--- config.mk ---
export PLATFORM = sky130hd
export DESIGN_NAME = mem_space_addr
export DESIGN_NICKNAME = d
export VERILOG_FILES = /design/src/design/mem_space_pkg.sv /design/src/design/mem_space_addr.sv
export SDC_FILE = /design/constraint.sdc
export NUM_CORES = 1
export LEC_CHECK = 0
export BUFFER_PORTS_ARGS = -buffer_cell sky130_fd_sc_hd__clkbuf_2
export CORE_MARGIN = 2
export CORE_UTILIZATION = 45
export CTS_BUF_LIST = sky130_fd_sc_hd__clkbuf_8
export CTS_CLUSTER_DIAMETER = 50
export DETAILED_ROUTE_END_ITERATION = 7
export GPL_TIMING_DRIVEN = 1
export PLACE_DENSITY = 0.83
export SLEW_MARGIN = 20
export SYNTH_ARGS = -nofsm -noshare
export SYNTH_HDL_FRONTEND = slang
export SYNTH_SLANG_ARGS = --single-unit
--- constraint.sdc ---
create_clock -name core_clk_in -period 6.74 [get_ports core_clk_in]
set_input_delay 2.022 -clock core_clk_in [delete_from_list [all_inputs] [get_ports core_clk_in]]
set_output_delay 2.022 -clock core_clk_in [all_outputs]
set_load 0.03 [all_outputs]
--- src/design/mem_space_pkg.sv ---
// Purpose: Shared constants and carriers for the memory space addressing block
// Assumes: One core clock, synchronous active-high reset
// Notes:   Special register addresses are the byte addresses seen by direct access
package mem_space_pkg;

	// Space sizes
	localparam int CODE_BYTES  = 8192;
	localparam int EXTERNAL_DATA_SPACE_BYTES = 512;
	localparam int INTERNAL_DATA_SPACE_BYTES = 256;
	localparam int CODE_AW     = 13;
	localparam int EXTERNAL_DATA_SPACE_AW    = 9;

	// Special register addresses
	localparam logic [7:0] SR_PORT_TWO   = 8'hA0;
	localparam logic [7:0] SR_EXTERNAL_DATA_SPACE_PAGE = 8'hA1;
	localparam logic [7:0] SR_DIRECT_MIN = 8'h80;

	// Values after reset
	localparam logic [7:0] XPAGE_RESET    = 8'h00;
	localparam logic [7:0] PORT_TWO_RESET = 8'hFF;

	// Access kinds issued by the core
	typedef enum logic [6:0] {
		ACC_NONE     = 7'b000_0001,
		ACC_FETCH    = 7'b000_0010,
		ACC_CODE_DP  = 7'b000_0100,
		ACC_CODE_PC  = 7'b000_1000,
		ACC_XRI      = 7'b001_0000,
		ACC_XDP      = 7'b010_0000,
		ACC_INTERNAL_DATA_SPACE    = 7'b100_0000
	} acc_kind_e;

	// One request from the core
	typedef struct packed {
		acc_kind_e   kind;
		logic        write;
		logic        direct;    // Internal access by direct address
		logic        ri_sel;    // Working register one when set
		logic [7:0]  acc;
		logic [15:0] data_pointer_register;
		logic [7:0]  extended_data_pointer;
		logic [15:0] pc;
		logic [7:0]  r0;
		logic [7:0]  r1;
		logic [7:0]  iaddr;
		logic [7:0]  wdata;
	} core_req_s;

	// Shared program/external address path
	typedef struct packed {
		logic        code_rd;
		logic        external_data_space_rd;
		logic        external_data_space_wr;
		logic        range_err;
		logic [15:0] addr;
		logic [7:0]  wdata;
	} bus_out_s;

	// Internal space selects
	typedef struct packed {
		logic       ram_rd;
		logic       ram_wr;
		logic       sr_rd;
		logic       sr_wr;
		logic [7:0] addr;
		logic [7:0] wdata;
	} int_out_s;

endpackage

--- src/design/mem_space_addr.sv ---
// Purpose: Address generation and space select for program, external and internal data
// Assumes: Core presents one request per cycle; outputs follow one cycle later
// Notes:   Program and external data share one address path
//          Out-of-range accesses are flagged on range_err and lose their strobes
//          A new page value applies to the external move in the very next cycle
// Functional notes
// [RULE1] Separate spaces chosen by instruction type
// [RULE2] Program space spans up to 8K bytes
// [RULE3] Program memory read-only, fetch or code-read
// [RULE4] Pointer code-read uses accumulator plus pointer
// [RULE5] Relative code-read uses accumulator plus counter
// [RULE6] External data space spans up to 512
// [RULE7] External data reached only by external moves
// [RULE8] External data shares program address bus
// [RULE9] Low byte from working register zero/one
// [RULE10] Upper byte from page register at A1h
// [RULE11] Port two writes also load page register
// [RULE12] Pointer form uses extended pointer page
// [RULE13] Internal data space spans 256 bytes
// [RULE14] Direct above 7Fh reaches special registers
`timescale 1ns/1ps

module mem_space_addr (
	input  wire logic                     core_clk_in,
	input  wire logic                     rst_in,
	input  wire mem_space_pkg::core_req_s req_in,
	output mem_space_pkg::bus_out_s       bus_out,
	output mem_space_pkg::int_out_s       int_out,
	output logic [7:0]                    external_data_space_page_high_out,
	output logic [7:0]                    port_two_latch_out
);

	////////////////////////////////////////////////////////////////////////////
	// Helpers

	// Wrap a 16-bit address into a space of the given width; top bit flags overflow
	function automatic logic [16:0] range_check(input logic [15:0] a, input int aw);
		logic [15:0] lim;
		lim = 16'((32'h0000_0001 << aw) - 32'h0000_0001);
		range_check = {(a > lim), a & lim};
	endfunction

	// Direct internal access that lands in the special register window
	function automatic logic is_sr_direct(input mem_space_pkg::core_req_s r);
		is_sr_direct = (r.kind == mem_space_pkg::ACC_INTERNAL_DATA_SPACE) && r.direct &&
		               (r.iaddr >= mem_space_pkg::SR_DIRECT_MIN);
	endfunction

	// Access kinds that read the program space
	function automatic logic is_code_kind(input mem_space_pkg::acc_kind_e k);
		is_code_kind = (k == mem_space_pkg::ACC_FETCH) ||
		               (k == mem_space_pkg::ACC_CODE_DP) ||
		               (k == mem_space_pkg::ACC_CODE_PC);
	endfunction

	////////////////////////////////////////////////////////////////////////////
	// Page and port two registers

	logic [7:0] external_data_space_page_high_q, external_data_space_page_high_d;
	logic [7:0] port_two_latch_q,  port_two_latch_d;
	logic       sr_write;

	// Next values of the page register and port two
	always_comb begin
		// Only direct writes reach the page and port two; indirect ones go to ram
		sr_write          = is_sr_direct(req_in) && req_in.write;
		external_data_space_page_high_d = external_data_space_page_high_q;
		port_two_latch_d  = port_two_latch_q;
		if (sr_write) begin
			// [RULE10] page register write
			if (req_in.iaddr == mem_space_pkg::SR_EXTERNAL_DATA_SPACE_PAGE) begin
				external_data_space_page_high_d = req_in.wdata;
			end
			// [RULE11] mirror port two
			// Older code pages external data through port two, so keep the page in step
			if (req_in.iaddr == mem_space_pkg::SR_PORT_TWO) begin
				port_two_latch_d  = req_in.wdata;
				external_data_space_page_high_d = req_in.wdata;
			end
		end
	end

	// Register page and port two
	always_ff @(posedge core_clk_in) begin
		if (rst_in) begin
			external_data_space_page_high_q <= mem_space_pkg::XPAGE_RESET;
			port_two_latch_q  <= mem_space_pkg::PORT_TWO_RESET;
		end else begin
			external_data_space_page_high_q <= external_data_space_page_high_d;
			port_two_latch_q  <= port_two_latch_d;
		end
	end

	assign external_data_space_page_high_out = external_data_space_page_high_q;
	assign port_two_latch_out  = port_two_latch_q;

	////////////////////////////////////////////////////////////////////////////
	// Address generation

	mem_space_pkg::bus_out_s bus_q, bus_d;
	logic [16:0]             chk;
	logic [15:0]             raw;
	logic                    is_x;

	// Select space and form address from the access kind
	always_comb begin
		bus_d = '0;
		raw   = 16'h0000;
		is_x  = 1'b0;
		// [RULE1] space by instruction
		case (req_in.kind)
			// Instruction fetch uses the counter as it stands
			mem_space_pkg::ACC_FETCH: begin
				raw = req_in.pc;
			end
			// [RULE4] accumulator plus pointer
			mem_space_pkg::ACC_CODE_DP: begin
				raw = req_in.data_pointer_register + 16'(req_in.acc);    // Wraps at 16 bits
			end
			// [RULE5] accumulator plus counter
			mem_space_pkg::ACC_CODE_PC: begin
				raw = req_in.pc + 16'(req_in.acc);      // Wraps at 16 bits
			end
			// [RULE9] low byte from register
			mem_space_pkg::ACC_XRI: begin
				is_x = 1'b1;
				// [RULE10] upper byte from page
				raw  = {external_data_space_page_high_q, req_in.ri_sel ? req_in.r1 : req_in.r0};
			end
			// [RULE12] extended pointer page
			mem_space_pkg::ACC_XDP: begin
				is_x = 1'b1;
				raw  = req_in.data_pointer_register;
			end
			// Idle and internal accesses leave the shared path quiet
			default: begin
				raw = 16'h0000;
			end
		endcase
		// [RULE2] [RULE6] space limits
		chk = range_check(raw, is_x ? mem_space_pkg::EXTERNAL_DATA_SPACE_AW : mem_space_pkg::CODE_AW);
		// [RULE12] page bits join above pointer
		// Only page zero exists, so any other extended page is out of range
		if (req_in.kind == mem_space_pkg::ACC_XDP) begin
			chk[16] = chk[16] | (req_in.extended_data_pointer != 8'h00);
		end
		// [RULE8] one shared address path
		bus_d.addr      = chk[15:0];
		bus_d.wdata     = req_in.wdata;
		// Flag the wrapped address as well, so a stray access never strobes a real byte
		bus_d.range_err = chk[16] && (req_in.kind != mem_space_pkg::ACC_NONE) &&
		                  (req_in.kind != mem_space_pkg::ACC_INTERNAL_DATA_SPACE);
		// [RULE3] program space is read-only
		// A write aimed at program space gets no strobe at all
		bus_d.code_rd  = is_code_kind(req_in.kind) && !req_in.write;
		// [RULE7] only external moves reach it
		bus_d.external_data_space_rd = is_x && !req_in.write;
		bus_d.external_data_space_wr = is_x && req_in.write;
		// Refused accesses keep their address masked to the space width but lose every strobe
		if (bus_d.range_err) begin
			bus_d.code_rd  = 1'b0;
			bus_d.external_data_space_rd = 1'b0;
			bus_d.external_data_space_wr = 1'b0;
		end
	end

	// Register the shared address path
	always_ff @(posedge core_clk_in) begin
		if (rst_in) begin
			bus_q <= '0;
		end else begin
			bus_q <= bus_d;
		end
	end

	assign bus_out = bus_q;

	////////////////////////////////////////////////////////////////////////////
	// Internal data space

	mem_space_pkg::int_out_s int_q, int_d;

	// Split internal accesses between ram and special registers
	always_comb begin
		int_d = '0;
		// [RULE13] internal 256-byte space
		if (req_in.kind == mem_space_pkg::ACC_INTERNAL_DATA_SPACE) begin
			// Eight address bits cover the whole space, so nothing is refused
			int_d.addr  = req_in.iaddr;
			int_d.wdata = req_in.wdata;
			// [RULE14] direct upper half is special registers
			if (is_sr_direct(req_in)) begin
				int_d.sr_rd = !req_in.write;
				int_d.sr_wr = req_in.write;
			end else begin
				// Indirect access to the upper half stays in ram
				int_d.ram_rd = !req_in.write;
				int_d.ram_wr = req_in.write;
			end
		end
	end

	// Register the internal selects
	always_ff @(posedge core_clk_in) begin
		if (rst_in) begin
			int_q <= '0;
		end else begin
			int_q <= int_d;
		end
	end

	assign int_out = int_q;

endmodule // mem_space_addr

==> insert_results.sql, run 1 <==
INSERT INTO impl_metrics (metric_group, metric, value, unit) VALUES
('status', 'status', 'finished, final reports clean', ''),
('pwr', 'p_comb_share', '16.1', '%'),
('grt', 'grt_max_degree', '35', ''),
('pwr', 'power_density', '182', 'nW/µm²'),
('setup_path', 'crit_type', 'input port to flip-flop', ''),
('placement', 'placed_cell_area', '4380', 'µm²'),
('clock_tree', 'cts_num_sinks', '61', ''),
('finish', 'nets', '650', ''),
('routing', 'detailroute.via_count', '3459', ''),
('setup_path', 'worst-endpoint-required', '6910', 'ps'),
('flow_run', 'max_capacitance_violation_total', '0', ''),
('grt', 'grt_pass1_vias', '3293', ''),
('floorplan', 'dieWidth', '93.1', 'µm'),
('synth', 'synthesis.yosys.warnings', '0', ''),
('timing', 'rsz0062_at_grt', 'no', ''),
('routing', 'drc', '0', ''),
('setup_path', 'crit_path_cell_trace', 'clkbuf_2 -> nor4_1 -> nand2_1 -> mux2_2 -> ha_1 -> inv_1 -> fa_1 -> nand2b_1 -> a211oi_1 -> a31oi_1 -> nor2_1 -> xnor2_1 -> nand2_1 -> o211ai_1 -> nand3_1 -> ha_1 -> and4_1 -> o211ai_2 -> nor4_2 -> or4b_1 -> o21ai_1 -> a211oi_1', ''),
('synth', 'netlist-cell-type-count', '62', ''),
('routing', 'post_detailed_route_count_of_antenna_violating_nets', '0', ''),
('synth', 'synth-async-reset-ratio', '0', '%'),
('pwr', 'p_leak', '2.08', 'nW'),
('timing', 'fin_setup_tns', '0', 'ps'),
('synth', 'post_synth_inst_count', '387', ''),
('routing', 'viasPerCell', '5.36', ''),
('floorplan', 'rows', '32', ''),
('timing', 'hold_viol', '0', ''),
('setup_path', 'cp_max_fo', '6', ''),
('clock_tree', 'cts.repair_timing.setup_buffer_count', '0', ''),
('timing', 'relSlewSlack', '36.1', '%'),
('setup_path', 'critPathSlowestCell', 'or4b_1', ''),
('synth', 'per_instance_average_area_after_synthesis', '9.24', 'µm²'),
('timing', 'fin_worst_skew', '2.69', 'ps'),
('pwr', 'clockPowerShare', '40.4', '%'),
('timing', 'timing.final.crit_share', '94.4', '%'),
('synth', 'postSynthRegisterBits', '61', ''),
('grt', 'grt_antenna_before_repair', '0', ''),
('floorplan', 'core_area', '7730', 'µm²'),
('routing', 'detail_route.wirelength', '9890', 'µm'),
('placement', 'dp_hpwl', '7890', 'µm'),
('floorplan', 'dieHeight', '93.1', 'µm'),
('clock_tree', 'cts_buffer_depth', '2', ''),
('finish', 'final_common_cell', 'clkbuf_2', ''),
('timing', 'min_cycle_time_layout', '6360', 'ps'),
('setup_path', 'cpPeakStageDelay', '460', 'ps'),
('clock_tree', 'clk-insertion-delay-late', '320', 'ps'),
('finish', 'commonest_cells_after_routing_fill_and_taps_aside', 'clkbuf_2 (152), dfxtp_1 (61), nor2_1 (36)', ''),
('grt', 'groute.usage.overall', '22.2', '%'),
('synth', 'yosys_most_used_dff', 'dfxtp_1', ''),
('synth', 'synth_area', '3580', 'µm²'),
('timing', 'tightestPinTransition', '954', 'ps'),
('placement', 'placement.io_buffers', '152', ''),
('timing', 'fmaxAchievable', '0.157', 'GHz'),
('setup_path', 'worst_setup_path_end_kind', 'flip-flop', ''),
('routing', 'drt_iter0_markers', '151', ''),
('finish', 'syn_to_final_growth', '28.8', '%'),
('finish', 'post_route_cells_drive_above_1_share', '37.8', '%'),
('finish', 'n_antenna_cell', '0', ''),
('clock_tree', 'post_cts_resized', '0', ''),
('clock_tree', 'cts_max_level', '3', ''),
('grt', 'grt.overflow.total', '0', ''),
('placement', 'globalplace.congestion', '0.880', ''),
('timing', 'post-route-worst-setup-slack', '376', 'ps'),
('clock_tree', 'cts-buffers-inserted', '9', ''),
('routing', 'wl_per_cell', '15.3', 'µm'),
('synth', 'number_of_enable_type_register_cells_in_the_synthesized_netlist', '0', ''),
('timing', 'timing_max_transition_violations_final', '0', ''),
('clock_tree', 'cts_hold_repair.buffers', '0', ''),
('placement', 'place_ws', '74.7', 'ps'),
('setup_path', 'worst-endpoint-arrival', '6540', 'ps'),
('floorplan', 'initial_utilization', '46.3', '%'),
('clock_tree', 'clock_tree.root_cell', 'clkbuf_8', '');
-- flip-flops by register name, indices dropped and copies added (netlist names) --
register and flops:
bus_out 25, external_data_space_page_high_out 8, int_out 20, port_two_latch_out 8
-- stage by stage --
stage	hold slack (ps)	instances	power, mW	utilization (%)
finish	550	645	0.839	59.6
global route	587	645	0.877	59.6
CTS	544	645	0.844	59.5
detailed placement	531	630	0.504	56.7
global placement	510	630	0.502	56.7
floorplan	646	389	0.452	-
-- logic make-up after synthesis --
kind of cell,count (synthesis),share of synthesized area [%]
AO/OA/AOI/OAI,76,16.1
AND/OR/NAND/NOR,154,24.6
other,1,0.105
multiplexers,32,9.55
XOR/XNOR,16,3.92
buffers and inverters,28,4.69
flip-flops,61,34.1
adder cells (fa/ha/maj),19,6.86
-- critical path: cells and delay by family --
family | cells | cell delay (ps)
xor+xnor | 1 | 130
buf+inv | 2 | 180
compound gates | 6 | 970
fa+ha+maj | 3 | 860
simple gates | 9 | 2070
mux | 1 | 300
-- worst paths after layout --
path | from | end | slack, ps | cells past startpoint
max | req_in[89] | bus_out[24]$_SDFF_PP0_ | 380 | 22
min | external_data_space_page_high_out[6]$_SDFFE_PP0P_ | external_data_space_page_high_out[6]$_SDFFE_PP0P_ | 550 | 2
max reg2reg | external_data_space_page_high_out[2]$_SDFFE_PP0P_ | bus_out[24]$_SDFF_PP0_ | 4420 | 9
min reg2reg | external_data_space_page_high_out[6]$_SDFFE_PP0P_ | external_data_space_page_high_out[6]$_SDFFE_PP0P_ | 550 | 2
-- synthesized netlist by cell type (3+ instances only) --
library cell	number	share of area [%]
dfxtp_1	61	34
inv_1	9	0.94
o211ai_1	5	1.0
buf_4	4	0.84
a211oi_1	4	0.84
a211o_1	9	2.2
xor2_1	9	2.2
clkbuf_1	7	0.73
nor2b_1	27	4.7
a22oi_1	12	2.5
a31oi_1	4	0.70
nor3_1	7	0.98
nor4_1	4	0.70
ha_1	18	6.3
xnor2_1	7	1.7
nand3b_1	3	0.63
nand2_1	26	2.7
mux2_2	17	5.4
and2_1	17	3.0
nand3_1	5	0.70
a21oi_1	9	1.3
o21ai_0	7	0.98
a221oi_1	6	1.5
mux2i_1	15	4.2
nor2_1	36	3.8
o31ai_1	3	0.63
and3_1	6	1.0
nor3b_1	4	0.84
buf_6	4	1.3
-- power groups by stage --
stage | sequential (mW) | clock, mW | combinational, mW
after global routing | 0.364 | 0.365 | 0.147
final | 0.365 | 0.339 | 0.135
after floorplan | 0.379 | 0 | 0.0730
after detailed placement | 0.372 | 0 | 0.131
after CTS | 0.364 | 0.348 | 0.132
after global placement | 0.372 | 0 | 0.130
-- routing by layer --
layer	track usage [%]	wire length, µm	up-vias
met3	5.24	572	20
met5	0	0	-
met1	27.4	4280	1607
met4	6.74	211	0
met2	38.2	4830	136
li1	-	-	1696
-- final cells by class --
class,instances,area (µm²)
clock buffers,10,138
fillers,651,3120
inverters,9,33.8
repair buffers,158,806
clock inverters,5,76.3
multi-input cells,300,2200
well taps,102,128
flip-flops and latches,61,1220
Power figures use the tool's default switching activity.
==> run 2, diff against run 1 <==
--- a/config.mk
+++ b/config.mk
@@ -6,13 +6,14 @@
 export NUM_CORES = 1
 export LEC_CHECK = 0
 export BUFFER_PORTS_ARGS = -buffer_cell sky130_fd_sc_hd__clkbuf_2
+export CORE_ASPECT_RATIO = 0.6
 export CORE_MARGIN = 2
-export CORE_UTILIZATION = 45
+export CORE_UTILIZATION = 49
 export CTS_BUF_LIST = sky130_fd_sc_hd__clkbuf_8
 export CTS_CLUSTER_DIAMETER = 50
 export DETAILED_ROUTE_END_ITERATION = 7
 export GPL_TIMING_DRIVEN = 1
-export PLACE_DENSITY = 0.83
+export PLACE_DENSITY = 0.86
 export SLEW_MARGIN = 20
 export SYNTH_ARGS = -nofsm -noshare
 export SYNTH_HDL_FRONTEND = slang
==> constraint.sdc (replaced) <==
create_clock -name core_clk_in -period 6.1 [get_ports core_clk_in]
set_input_delay 1.83 -clock core_clk_in [delete_from_list [all_inputs] [get_ports core_clk_in]]
set_output_delay 1.83 -clock core_clk_in [all_outputs]
set_load 0.03 [all_outputs]
==> run 2 against run 1 <==
  * Die area fell by 7.6%
  * Sequential power grew 10%
  * Critical path depth decreased by 2
  * Critical path type unchanged
  * Critical endpoint is now bus_out[27]$_SDFF_PP0_
==> insert_results.sql, run 2 (synthesized netlist as in run 1, its figures left out) <==
INSERT INTO impl_metrics (metric_group, metric, value, unit) VALUES
('status', 'status', 'finished, final reports clean', ''),
('setup_path', 'cell_family_with_most_cp_delay', 'simple AND/OR/NAND/NOR gates', ''),
('setup_path', 'worst_setup_path_end_kind', 'flip-flop', ''),
('flow_run', 'max_capacitance_violation_total', '0', ''),
('routing', 'wl_per_cell', '15.4', 'µm'),
('timing', 'timing.final.setup_violations', '0', ''),
('floorplan', 'initial_utilization', '49.8', '%'),
('timing', 'hold_viol', '0', ''),
('floorplan', 'rows', '24', ''),
('floorplan', 'design.die.area', '8020', 'µm²'),
('routing', 'drtPass1Iterations', '5', ''),
('timing', 'fin_worst_skew', '4.46', 'ps'),
('clock_tree', 'cts-buffers-inserted', '9', ''),
('setup_path', 'cp-start-kind', 'input port', ''),
('clock_tree', 'cts_buffer_depth', '2', ''),
('setup_path', 'crit_type', 'input port to flip-flop', ''),
('setup_path', 'worst-endpoint-required', '6350', 'ps'),
('timing', 'tightestPinTransition', '900', 'ps'),
('clock_tree', 'clock_tree.root_cell', 'clkbuf_8', ''),
('placement', 'dp_hpwl', '8140', 'µm'),
('pwr', 'max-vdd-ir-drop', '0.000168', 'V'),
('timing', 'worst_hold_slack', '542', 'ps'),
('setup_path', 'worst-endpoint-arrival', '6150', 'ps'),
('routing', 'post_detailed_route_count_of_antenna_violating_nets', '0', ''),
('timing', 'min_cycle_time_layout', '5900', 'ps'),
('finish', 'multiInputGateArea', '2270', 'µm²'),
('finish', 'fillers', '618', ''),
('routing', 'viasPerCell', '5.48', ''),
('pwr', 'p_leak', '2.15', 'nW'),
('finish', 'largest_register_ff_count', '25', ''),
('setup_path', 'crit_path_cell_trace', 'clkbuf_2 -> nor4_4 -> nand2_2 -> buf_4 -> mux2_2 -> ha_1 -> o211a_1 -> nand2_1 -> a32oi_4 -> nand2_1 -> xor2_1 -> mux2_2 -> o211ai_1 -> ha_1 -> nor2b_1 -> o21ai_0 -> or2b_2 -> a31oi_1 -> o211ai_1 -> nor3_1', ''),
('clock_tree', 'tritoncts', 'built', ''),
('finish', 'nets', '660', ''),
('finish', 'post_route_cells_drive_above_1_share', '40.4', '%'),
('grt', 'grt_max_degree', '35', ''),
('finish', 'n_antenna_cell', '0', ''),
('hold_path', 'hold_class', 'flip-flop to flip-flop', ''),
('clock_tree', 'clk-insertion-delay-late', '330', 'ps'),
('timing', 'timing_max_transition_violations_final', '0', ''),
('setup_path', 'worstPathBufferInverterCount', '2', ''),
('setup_path', 'critPathSlowestCell', 'ha_1', ''),
('pwr', 'power_density', '200', 'nW/µm²'),
('finish', 'final_common_cell', 'clkbuf_2', ''),
('routing', 'drc', '0', ''),
('grt', 'grt.overflow.total', '0', ''),
('clock_tree', 'cts_num_sinks', '61', ''),
('clock_tree', 'cts_max_level', '3', ''),
('setup_path', 'cpPeakStageDelay', '400', 'ps'),
('placement', 'globalplace.congestion', '0.884', ''),
('routing', 'detailroute.via_count', '3536', ''),
('routing', 'drt_iter0_markers', '212', ''),
('floorplan', 'dieWidth', '114', 'µm'),
('floorplan', 'core_area', '7180', 'µm²'),
('timing', 'relSlewSlack', '39.8', '%'),
('finish', 'syn_to_final_growth', '32.4', '%'),
('clock_tree', 'clk_transition_reported_paths', '60', 'ps'),
('grt', 'grt_pass1_vias', '3241', ''),
('setup_path', 'cp_max_fo', '7', ''),
('finish', 'commonest_cells_after_routing_fill_and_taps_aside', 'clkbuf_2 (152), dfxtp_1 (61), nor2_1 (36)', ''),
('pwr', 'design_power_total', '0.947', 'mW'),
('grt', 'grt_antenna_before_repair', '0', ''),
('timing', 'timing.final.crit_share', '96.7', '%'),
('floorplan', 'dieHeight', '70.2', 'µm'),
('floorplan', 'num_io_pins', '156', ''),
('grt', 'groute.usage.overall', '24.7', '%'),
('finish', 'seqCellArea', '1220', 'µm²'),
('timing', 'fmaxAchievable', '0.170', 'GHz'),
('placement', 'placement.io_buffers', '152', ''),
('grt', 'first_pass_grt_wire_length', '15600', 'µm'),
('routing', 'detail_route.wirelength', '9960', 'µm');
==> run 2: report_power, final <==
part           internal [mW]  leakage [nW]  total [mW]  switching (mW)
combinational         0.0718          1.55       0.162          0.0900
clock                  0.228         0.111       0.382           0.154
sequential             0.402         0.494       0.403        0.000941
==> run 2: cell type report <==
cell class	instances	area share, %
inverter	9	0.713
clock buffer	9	2.62
multi-input combinational	300	48.0
timing repair buffer	168	18.6
clock inverter	7	1.90
sequential	61	25.8
tap	91	2.40
==> run 2: path summary, 6_finish.rpt <==
path	from	to	slack, ps	depth (start not counted)
worst max-delay path	req_in[88]	bus_out[27]$_SDFF_PP0_	200	20
worst min-delay path	external_data_space_page_high_out[5]$_SDFFE_PP0P_	external_data_space_page_high_out[5]$_SDFFE_PP0P_	540	2
worst max register to register	external_data_space_page_high_out[2]$_SDFFE_PP0P_	bus_out[27]$_SDFF_PP0_	3720	10
worst min register to register	external_data_space_page_high_out[5]$_SDFFE_PP0P_	external_data_space_page_high_out[5]$_SDFFE_PP0P_	540	2
==> run 2: per-layer routing <==
layer / vias to the layer above / global-route usage, % / part of all wire, %
li1: 1724 / - / -
met1: 1621 / 34.7 / 48
met2: 179 / 37.5 / 43
met3: 12 / 6.94 / 8.1
met4: 0 / 6.10 / 0.89
met5: - / 0 / 0
==> run 2: through the flow <==
stage	setup TNS, ps	util (%)	setup slack (ps)	cell area [µm²]	instances
floorplan	0	-	49.4	3610	389
global placement	0	61.8	86.3	4430	625
detailed placement	-637	61.8	-229	4430	625
CTS	0	64.8	111	4650	641
global route	-4.08	66.0	-4.08	4740	645
finish	0	66.0	202	4740	645
==> run 2: timing repair <==
item | 4_1_cts | 5_1_grt
endpoints found under the setup margin | 0 | 4
hold buffers | 0 | 0
buffers inserted | 0 | 4
resized for setup | 0 | 7
==> run 2: worst min-delay path: stages (launching register included) <==
cell and delay [ps]:
dfxtp_1 330, mux2i_1 120, nor2_1 50
